**config.mk**
```make
export PLATFORM = sky130hd
export DESIGN_NAME = pfs_top
export DESIGN_NICKNAME = d
export VERILOG_FILES = /design/src/rtl/pfs_pad.v /design/src/rtl/pfs_top.v
export VERILOG_INCLUDE_DIRS = /design/src /design/src/rtl
export SDC_FILE = /design/constraint.sdc
export NUM_CORES = 1
export LEC_CHECK = 0
export BUFFER_PORTS_ARGS = -buffer_cell sky130_fd_sc_hd__buf_2
export CORE_AREA = 2 2 231 233
export DETAILED_ROUTE_END_ITERATION = 16
export DIE_AREA = 0 0 233 235
export PLACE_DENSITY_LB_ADDON = 0.08
export SLEW_MARGIN = 20
export SYNTH_ARGS = -nofsm -noshare
export SYNTH_HDL_FRONTEND = slang
export SYNTH_SLANG_ARGS = --single-unit
export TNS_END_PERCENT = 1
```
**constraint.sdc**
```tcl
create_clock -name clk -period 15.01 [get_ports clk]
set_input_delay 1.501 -clock clk [delete_from_list [all_inputs] [get_ports clk]]
set_output_delay 1.501 -clock clk [all_outputs]
set_load 0.02 [all_outputs]
```
**src/rtl/pfs_map.vh**
```
// Register offsets, field positions and pin maps of the port output function select block
`ifndef PFS_MAP_VH
`define PFS_MAP_VH

// ----------------------------------------
// Geometry
// ----------------------------------------
`define PFS_NPORT        7
`define PFS_NPIN         56
`define PFS_PIN_W        8

// ----------------------------------------
// Register map (byte addresses)
// ----------------------------------------
`define PFS_ADDR_W       12
`define PFS_OFF_PROT     12'h000
`define PFS_PORT_PAGE    4'h1
`define PFS_SEL_PAGE     4'h2
`define PFS_SEL_LAST     8'hdc
`define PFS_KIND_LATCH   2'h0
`define PFS_KIND_DIR     2'h1
`define PFS_KIND_OD      2'h2
`define PFS_KIND_LEVEL   2'h3

// ----------------------------------------
// Fields
// ----------------------------------------
`define PFS_PROT_WE_BIT  2
`define PFS_SEL_ANALOG   7
`define PFS_CODE_PORT    3'h0
`define PFS_CODE_SERIAL  3'h3
`define PFS_CODE_ALT_TX  3'h4
`define PFS_CODE_EVENT   3'h5
`define PFS_SEL_RESET    8'h00
`define PFS_BYTE_RESET   8'h00

// ----------------------------------------
// Pin maps, bit p*8+i is port 9+p pin i
// ----------------------------------------
`define PFS_EXIST_MASK   56'hff78ffff1fffff
`define PFS_ANALOG_MASK  56'hff00000000ff78
`define PFS_F3_MASK      56'hfb00000f0000ff
`define PFS_F4_MASK      56'h20000004000082
`define PFS_F5_MASK      56'hff00ff00000004
`define PFS_OD_PORTS     7'h4d

`endif

```
**src/rtl/pfs_pad.v**
```verilog
// One pad: output function multiplexer, direction and open-drain control
`timescale 1ns/1ps
`include "pfs_map.vh"
module pfs_pad (
	code,
	analog,
	dir,
	od,
	latch,
	f3,
	f4,
	f5,
	pad_in,
	pad_o,
	pad_oe,
	periph_in,
	analog_en,
	tol_en
);
	input  wire [2:0] code;
	input  wire       analog;
	input  wire       dir;
	input  wire       od;
	input  wire       latch;
	input  wire       f3;
	input  wire       f4;
	input  wire       f5;
	input  wire       pad_in;
	output reg        pad_o;
	output wire       pad_oe;
	output wire       periph_in;
	output wire       analog_en;
	output wire       tol_en;

	wire drive;

	// ----------------------------------------
	// Output source
	// ----------------------------------------
	// Unassigned codes drive low; the map leaves them undefined
	always @* begin
		case (code)
			`PFS_CODE_PORT:   pad_o = latch;
			`PFS_CODE_SERIAL: pad_o = f3;
			`PFS_CODE_ALT_TX: pad_o = f4;
			`PFS_CODE_EVENT:  pad_o = f5;
			default:          pad_o = 1'b0;
		endcase
	end

	// ----------------------------------------
	// Drivers
	// ----------------------------------------
	// Analog selection overrides the direction bit at the driver only; a stale 1 cannot fight the converter but keeps analog_en low
	assign drive     = dir & ~analog;
	assign pad_oe    = drive & (~od | ~pad_o);
	assign analog_en = analog & ~dir;
	assign periph_in = pad_in;
	assign tol_en    = od;
endmodule // pfs_pad

```
**src/rtl/pfs_top.v**
```verilog
// Port 9 to 15 output function select: APB registers, write protection and pad muxes
`timescale 1ns/1ps
`include "pfs_map.vh"

module pfs_top (
	clk,
	rst,
	ce,
	psel,
	penable,
	pwrite,
	paddr,
	pwdata,
	prdata,
	pready,
	pslverr,
	periph_f3,
	periph_f4,
	periph_f5,
	pad_in,
	pad_o,
	pad_oe,
	periph_in,
	analog_en,
	tol_en,
	key_in
);
	input  wire                    clk;
	input  wire                    rst;
	input  wire                    ce;
	input  wire                    psel;
	input  wire                    penable;
	input  wire                    pwrite;
	input  wire [`PFS_ADDR_W-1:0]  paddr;
	input  wire [31:0]             pwdata;
	output reg  [31:0]             prdata;
	output wire                    pready;
	output reg                     pslverr;
	input  wire [`PFS_NPIN-1:0]    periph_f3;
	input  wire [`PFS_NPIN-1:0]    periph_f4;
	input  wire [`PFS_NPIN-1:0]    periph_f5;
	input  wire [`PFS_NPIN-1:0]    pad_in;
	output wire [`PFS_NPIN-1:0]    pad_o;
	output wire [`PFS_NPIN-1:0]    pad_oe;
	output wire [`PFS_NPIN-1:0]    periph_in;
	output wire [`PFS_NPIN-1:0]    analog_en;
	output wire [`PFS_NPIN-1:0]    tol_en;
	output wire [`PFS_PIN_W-1:0]   key_in;

	// ----------------------------------------
	// State
	// ----------------------------------------
	reg  [7:0]               sel_r [0:`PFS_NPIN-1];
	reg  [`PFS_PIN_W-1:0]    latch_r [0:`PFS_NPORT-1];
	reg  [`PFS_PIN_W-1:0]    dir_r [0:`PFS_NPORT-1];
	reg  [`PFS_PIN_W-1:0]    od_r [0:`PFS_NPORT-1];
	reg                      we_r;
	reg                      we_nxt;
	reg  [31:0]              rd_nxt;
	reg                      err_nxt;

	wire [`PFS_NPIN-1:0]     exist_m;
	wire [`PFS_NPIN-1:0]     analog_m;
	wire [`PFS_NPORT-1:0]    od_ports;
	wire [`PFS_NPIN-1:0]     f3_m;
	wire [`PFS_NPIN-1:0]     f4_m;
	wire [`PFS_NPIN-1:0]     f5_m;
	wire [`PFS_NPIN-1:0]     lat_flat;
	wire [`PFS_NPIN-1:0]     dir_flat;
	wire [`PFS_NPIN-1:0]     od_flat;

	wire                     setup;
	wire                     access;
	wire                     is_prot;
	wire                     is_port;
	wire                     is_sel;
	wire [2:0]               port_idx;
	wire [1:0]               kind;
	wire [5:0]               sel_idx;
	wire                     sel_ok;
	wire [`PFS_PIN_W-1:0]    port_level;

	integer                  k;

	assign exist_m  = `PFS_EXIST_MASK;
	assign analog_m = `PFS_ANALOG_MASK;
	assign od_ports = `PFS_OD_PORTS;
	// Codes outside the per-pin map see no peripheral signal at all
	assign f3_m     = periph_f3 & `PFS_F3_MASK;
	assign f4_m     = periph_f4 & `PFS_F4_MASK;
	assign f5_m     = periph_f5 & `PFS_F5_MASK;

	// ----------------------------------------
	// APB decode
	// ----------------------------------------
	assign setup    = psel & ~penable;
	assign access   = psel & penable;
	assign pready   = 1'b1;
	assign is_prot  = (paddr == `PFS_OFF_PROT);
	assign port_idx = paddr[6:4];
	assign kind     = paddr[3:2];
	assign is_port  = (paddr[11:8] == `PFS_PORT_PAGE) && (paddr[7] == 1'b0)
			&& (port_idx < `PFS_NPORT) && (paddr[1:0] == 2'b00);
	assign sel_idx  = paddr[7:2];
	assign is_sel   = (paddr[11:8] == `PFS_SEL_PAGE) && (paddr[7:0] <= `PFS_SEL_LAST)
			&& (paddr[1:0] == 2'b00) && exist_m[sel_idx];
	assign sel_ok   = is_sel & we_r;
	assign port_level = pad_in[port_idx*8 +: 8];

	// ----------------------------------------
	// Read data, captured in the setup cycle
	// ----------------------------------------
	always @* begin
		rd_nxt  = 32'h00000000;
		err_nxt = 1'b0;
		if (is_prot) begin
			rd_nxt[`PFS_PROT_WE_BIT] = we_r;
		end else if (is_port) begin
			case (kind)
				`PFS_KIND_LATCH: rd_nxt[7:0] = latch_r[port_idx];
				`PFS_KIND_DIR:   rd_nxt[7:0] = dir_r[port_idx];
				`PFS_KIND_OD:    rd_nxt[7:0] = od_r[port_idx];
				default:         rd_nxt[7:0] = port_level;
			endcase
		end else if (is_sel) begin
			rd_nxt[7:0] = sel_r[sel_idx];
		end else begin
			err_nxt = 1'b1;
		end
	end

	always @(posedge clk or posedge rst) begin
		if (rst) begin
			prdata  <= 32'h00000000;
			pslverr <= 1'b0;
		end else if (ce && setup) begin
			prdata  <= rd_nxt;
			pslverr <= err_nxt;
		end
	end

	// ----------------------------------------
	// Write protection
	// ----------------------------------------
	// The enable survives exactly one further transfer, so an intervening access
	// from an interrupt or DMA relocks the selects
	always @* begin
		we_nxt = we_r;
		if (access) begin
			if (is_prot && pwrite)
				we_nxt = pwdata[`PFS_PROT_WE_BIT];
			else
				we_nxt = 1'b0;
		end
	end

	always @(posedge clk or posedge rst) begin
		if (rst)
			we_r <= 1'b0;
		else if (ce)
			we_r <= we_nxt;
	end

	// ----------------------------------------
	// Select, latch, direction and open-drain registers
	// ----------------------------------------
	always @(posedge clk or posedge rst) begin
		if (rst) begin
			for (k = 0; k < `PFS_NPIN; k = k + 1)
				sel_r[k] <= `PFS_SEL_RESET;
			for (k = 0; k < `PFS_NPORT; k = k + 1) begin
				latch_r[k] <= `PFS_BYTE_RESET;
				dir_r[k]   <= `PFS_BYTE_RESET;
				od_r[k]    <= `PFS_BYTE_RESET;
			end
		end else if (ce && access && pwrite) begin
			if (sel_ok) begin
				// Only the code field and, where a converter exists, the analog bit are kept
				sel_r[sel_idx] <= {pwdata[`PFS_SEL_ANALOG] & analog_m[sel_idx],
					4'h0, pwdata[2:0]};
			end
			if (is_port) begin
				case (kind)
					`PFS_KIND_LATCH: latch_r[port_idx] <= pwdata[7:0];
					`PFS_KIND_DIR:   dir_r[port_idx]   <= pwdata[7:0];
					`PFS_KIND_OD:    od_r[port_idx]    <= pwdata[7:0]
						& {8{od_ports[port_idx]}};
					default:         latch_r[port_idx] <= latch_r[port_idx];
				endcase
			end
		end
	end

	// ----------------------------------------
	// Pads
	// ----------------------------------------
	genvar g;
	generate
		for (g = 0; g < `PFS_NPIN; g = g + 1) begin : g_pad
			wire present;

			assign present     = exist_m[g];
			assign lat_flat[g] = latch_r[g/8][g%8] & present;
			assign dir_flat[g] = dir_r[g/8][g%8] & present;
			assign od_flat[g]  = od_r[g/8][g%8] & present;

			pfs_pad u_pad (
				.code      (sel_r[g][2:0]),
				.analog    (sel_r[g][`PFS_SEL_ANALOG]),
				.dir       (dir_flat[g]),
				.od        (od_flat[g]),
				.latch     (lat_flat[g]),
				.f3        (f3_m[g]),
				.f4        (f4_m[g]),
				.f5        (f5_m[g]),
				.pad_in    (pad_in[g]),
				.pad_o     (pad_o[g]),
				.pad_oe    (pad_oe[g]),
				.periph_in (periph_in[g]),
				.analog_en (analog_en[g]),
				.tol_en    (tol_en[g])
			);
		end
	endgenerate

	// Key input interrupt sees port 10 pad level whatever the selection
	assign key_in = pad_in[15:8];
endmodule // pfs_top

```
Yosys cells after proc, flatten, opt, wreduce, memory -nomap -nowiden --
Memory sizes are Yosys's and may differ from the RTL's. Cells that the tools add are included.
Cells by class: $add $sub $neg 0, multiply operators 0, divide/modulo/power cells 0, order comparisons 8, equality and inequality tests 44, shift operators 1, mux-type cells 84, bitwise operators 402, reduce and logical (&&, ||, !) cells 70
Operator list (number):
- 448-bit bitwise mux | 1
- 56-bit bitwise mux | 4
- 1-bit NOT | 199
- 1-bit bitwise AND | 151
- 3-bit zero test | 49
- 56-bit case mux with 2 select lines | 1
- 8-bit 2-to-1 mux | 12
- 8-bit binary-select mux with 3-bit select | 3
- 3-bit == test (second input constant) | 21
- 3-bit by 2-bit == test with 1-bit output (second input constant) | 19
- 56-bit by 7-bit indexed part select with 8-bit output | 1
- 1-bit OR | 49
- 8-bit binary-select mux with 6-bit select | 1
- 8-bit demux with 6-bit select | 1
- 1-bit case mux with 2 select lines | 17
- 1-bit case mux with 3 select lines | 10
- 1-bit 2-to-1 mux | 29
- 8-bit demux with 3-bit select | 1
- 8-bit case mux with 3 select lines | 1
- 1-bit logical AND | 12
- 12-bit zero test | 1
- 3-bit AND reduction | 3
- 8-bit bitwise AND | 1
- 8-bit <= comparator (second input constant) | 1
- 19 further kinds | 21
Storage, ports and cells: bits in registers 626, latch bits 0, bits in writable memories 0, memory bits (read-only) 136, input bits 274, output and inout port bits 322, word-level logic and storage cells 692, memories 3
Memory list:
- (name not given) | words 64, width 1, read ports 1, clocked after memory_dff 0, wr ports 0, line pfs_top.v:179 | sel_r[sel_idx] <= {pwdata[`PFS_SEL_ANALOG] & analog_m[sel_idx],
- (name not given) | words 64, width 1, read ports 1, clocked after memory_dff 0, wr ports 0, line pfs_top.v:106 | && (paddr[1:0] == 2'b00) && exist_m[sel_idx];
- (name not given) | words 8, width 1, read ports 1, clocked after memory_dff 0, wr ports 0, line pfs_top.v:187 | & {8{od_ports[port_idx]}};

Longest topological paths before layout --
depth in word-level cells 7, depth in mapped cells 12, depth with buffers taken out 8

Cells and area by module --
A second synthesis with hierarchy kept.
Unflattened totals: cell total of the unflattened synthesis 2199, area total of the unflattened synthesis 24227.0 um^2
Modules (own cells, without submodules):
- pfs_top | times used 1, cells an instance 1639, area each 19882.8 um^2, seq. area each 10059.6 um^2
- pfs_pad | times used 56, cells an instance 10, area each 77.6 um^2, seq. area each 0.0 um^2

Worst setup path after synthesis --
Ideal clock, no wire load.
path type input to register, start input port paddr[3], end register latch_r, in the netlist lat_flat[48], library setup time 0.125 ns, arrival 3.572 ns, required time 14.885 ns, setup slack 11.314 ns, cell stages on the path 9, buffers on the path 4, path through buf_4 > buf_4 > inv_1 > buf_2 > ha_1 > or3_1 > buf_6 > nor3_4 > mux2_2
On the way: word-level cells in the longest chain between the ends 4, elaborated cells between the ends (all ways) 7, classes of those cells 2 x eq/ne; 1 x mux; 1 x bitwise; 3 x reduce/logical
RTL lines:
- start, declared | line pfs_top.v:34 | input wire [`PFS_ADDR_W-1:0] paddr;
- 2-bit == test or 2-bit by 1-bit == test with 1-bit output (tied branches) | line pfs_top.v:183 | case (kind)
- 2-bit OR reduction (no source line)
- 1-bit NOT (no source line)
- 3-bit AND reduction (no source line)
- end signal, assigned by index | line pfs_top.v:172 | latch_r[k] <= `PFS_BYTE_RESET;
- end signal, assigned by index | line pfs_top.v:184 | `PFS_KIND_LATCH: latch_r[port_idx] <= pwdata[7:0];
- end signal, assigned by index | line pfs_top.v:188 | default: latch_r[port_idx] <= latch_r[port_idx];
- end, declared | line pfs_top.v:54 | reg [`PFS_PIN_W-1:0] latch_r [0:`PFS_NPORT-1];
Several ways; a longest one is shown, not always the timed one. A chain may end at the register's enable or synchronous reset.

Worst setup path after layout --
start input port paddr[2], end register sel_r[369] (netlist name)
On the way: word-level cells in the longest chain between the ends 6, elaborated cells between the ends (all ways) 15, classes of those cells 3 x order compare; 4 x mux; 2 x bitwise; 5 x reduce/logical; 1 x memory
RTL lines:
- 6-bit NOT with 7-bit output or 8-bit <= comparator (tied branches)
- 7-bit >= comparator (tied with other cells) | line pfs_top.v:179
- 1-bit logical AND, on equally long branches | line pfs_top.v:179, pfs_top.v:105
- 8-bit 2-to-1 mux or 1-bit logical AND (tied branches) | line pfs_top.v:179, pfs_top.v:105
- 8-bit demux with 6-bit select or 1-bit bitwise AND (tied branches) | line pfs_top.v:179, pfs_top.v:107
- 448-bit bitwise mux or 2-bit AND reduction (tied branches)
- end signal, assigned by index | line pfs_top.v:170 | sel_r[k] <= `PFS_SEL_RESET;
- end signal, assigned by index | line pfs_top.v:179
- end, declared | line pfs_top.v:53 | reg [7:0] sel_r [0:`PFS_NPIN-1];
Several ways; a longest one is shown, not always the timed one. The select of a mux whose other input is x is not followed.

==> impl_metrics.tcl <==
set metrics [dict create \
    status "finished clean" \
    yosysSeqAreaShare_pct 42.89 \
    grt_max_degree 123 \
    crit-reg2reg-capture "prdata[7]" \
    yosys.area.top_type "dfrtp_1" \
    ys_warn_count 0 \
    fin_nets 2565 \
    r2r_slack_ns 12.35 \
    synth_top_area_share_pct 42.89 \
    slowest_delay_ns 0.69 \
    avgViaCountPerCell 6.080 \
    synth_edf_count 0 \
    worst_pin_slew_ns 1.170 \
    nFillCells 4953 \
    routed_wl_mm 95.81 \
    p_int_mw 1.787 \
    slew_headroom_pct 20.92 \
    htreeDepth 2 \
    syn2layout_area_growth_pct 8.497 \
    fin_crit_ns 4.848 \
    crit_end "sel_r[369]" \
    numCtsBuffers 45 \
    max_freq_mhz 206.3 \
    vdd_drop_max_mv 0.07908 \
    dp_hpwl_mm 71.60 \
    wl_per_cell_um 31.80 \
    end_kind "flip-flop" \
    period_share_pct 32.30 \
    leakagePower_nw 12.64 \
    setup_viol 0 \
    yosys-top-cells-count "402 x dfrtp_1, 344 x mux2_2, 321 x buf_4" \
    crit_fanout 36 \
    reg2reg_depth 6 \
    multi_input_area_um2 10710 \
    rsz0062_at_grt "false" \
    gp_congestion 0.9598 \
    startpoint_type "input port" \
    ant_nets 0 \
    synth_area_leaders "dfrtp_1 43%, mux2_2 17%, buf_4 10%" \
    hold_viol_final 0 \
    syn_avg_cell_area_um2 10.75 \
    synth.distinct_cells 76 \
    holdCritPathClass "flip-flop to flip-flop" \
    drive_gt1_share_pct 39.28 \
    drc 0 \
    setup_tns_ns 0 \
    final.setup.worst_slack_ns 10.16 \
    cts_resized 0 \
    drv_cap 0 \
    ctsLongestPathBuffers 3 \
    ctsRootBufferMaster "clkbuf_16" \
    core.rowCount 84 \
    ctsHoldBuffers 0 \
    postCtsSetupRepairBufs 0 \
    globalRouteOverflowTotal 0 \
    clk_pin_slew_worst_paths_ns 0.06 \
    cts_sinks 402 \
    coreArea_um2 52240 \
    synth_area_um2 23460 \
    die_h_um 235 \
    die_w_um 233 \
    path_class "input port to flip-flop" \
    grt_pass1_vias 17690 \
    dieArea_um2 54760 \
    cp_slowest_cell "ha_1" \
    regToRegStartpoint "sel_r[207]" \
    p_clk_share_pct 46.1 \
    antenna_found_initial 7 \
    drtIter0Drc 1954 \
    seq_area_um2 10060 \
    place_ws_ns 9.751 \
    dpl.cell_count 2927 \
    cp.arrival_ns 5.32 \
    fin_hold_ws_ns 0.4911 \
    crit_chain "buf_4, inv_1, ha_1, o2111a_1, and3_1, nand2_1, nor2_1, mux2_2" \
    tritoncts "done" \
    min_from "od_r[15]" \
    required_ns 15.49 \
    synthArstFlopShare_pct 100.0 \
    skew_ns 0.03188 \
    track_usage_pct 34.37 \
    start_util_pct 44.91 \
    synth_ff_type "dfrtp_1" \
    layout.cells.non_filler 3013 \
    firstDrtPassIters 5 \
    p_seq_share_pct 44.9 \
    vias 18320 \
    powerDensity_nw_per_um2 95.14 \
    netSwitchingFraction_pct 26.20 \
    io_buffer_count 397 \
    grt_pass1_wl_mm 133.4 \
    ios 596 \
    insertion_delay_ns 0.61 \
    synth-seq-cells 402 \
    synthCells 2181 \
    post-synth-top-count-cell "dfrtp_1" \
    final_max_slew_viol_count 0 \
    pwr-share-comb_pct 9.0 \
    crit_start "paddr[2]" \
    switchingPower_mw 0.6345 \
]
==> worst min path at each step <==
stage | cells past startpoint | to | slack (ns)
global placement | 2 | od_r[39] | 0.46
CTS | 1 | od_r[15] | 0.49
detailed placement | 1 | od_r[10] | 0.47
global route | 1 | latch_r[37] | 0.51
floorplan | 2 | od_r[38] | 0.45
finish | 1 | od_r[15] | 0.49
==> layout by cell type, fill, tap and decap left out, drive strengths merged, types with 6 or more instances in the layout <==
master  count
buf       430
dfrtp     402
mux2      345
nand2     149
nor2      114
a21oi      88
nor2b      85
o21ai      83
clkbuf     72
nand2b     61
mux2i      47
conb       46
nand3      40
and2       37
mux4       33
o22ai      30
o221ai     21
a22oi      21
nor4b      21
inv        20
a31oi      12
nor3       11
a221oi      8
a211oi      8
nand3b      7
or3         7
o22a        7
clkinv      7
o31ai       7
diode       6
a221o       6
==> sequential cells by signal, summed over array words and instances (netlist names) <==
signal	count
dir_flat	49
dir_r	7
lat_flat	49
latch_r	7
od_flat	49
od_r	7
prdata	8
pslverr	1
sel_r	224
we_r	1
==> stage by stage <==
stage	area (um2)	power [mW]	utilization, %
CTS	25410	2.428	48.65
global route	25440	2.486	48.71
floorplan	23620	1.249	-
detailed placement	23950	1.320	45.86
global placement	23930	1.320	45.81
finish	25450	2.421	48.72
==> routing by layer <==
layer	vias up	global-route usage, %	wire length, um
met5	-	0	0
met2	965	53.51	44190
li1	7687	-	-
met4	0	13.61	3881
met3	166	6.517	7548
met1	9501	47.21	40190
==> critical path: cells and delay by family <==
| kind | cells | cell delay [ns] |
|---|---|---|
| compound gates | 1 | 0.47 |
| mux | 1 | 0.40 |
| fa+ha+maj | 1 | 0.69 |
| buf+inv | 2 | 0.88 |
| simple gates | 3 | 1.29 |
==> area by class of cell <==
class / instances / share of cell area, %
Multi-Input combinational cell: 1387 / 42.07
Timing Repair Buffer: 430 / 8.899
Inverter: 20 / 0.3245
Clock inverter: 8 / 0.2704
Antenna cell: 6 / 0.05900
Tap cell: 688 / 3.383
Sequential cell: 402 / 39.53
Clock buffer: 72 / 5.462
==> power by group through the flow <==
stage	sequential, mW	clock (mW)	combinational (mW)
floorplan	1.11	0	0.140
global placement	1.11	0	0.213
detailed placement	1.11	0	0.213
CTS	1.09	1.13	0.214
global route	1.09	1.17	0.228
finish	1.09	1.12	0.218
==> logic make-up after synthesis <==
group	after synthesis	synth area share, %
buf+inv	436	12.42
fa+ha+maj	5	0.2667
mux	425	21.74
other cells	2	0.03202
simple gates	561	12.87
flops	402	42.89
compound gates	350	9.788
Note: power is estimated with default switching activity, not from simulation.
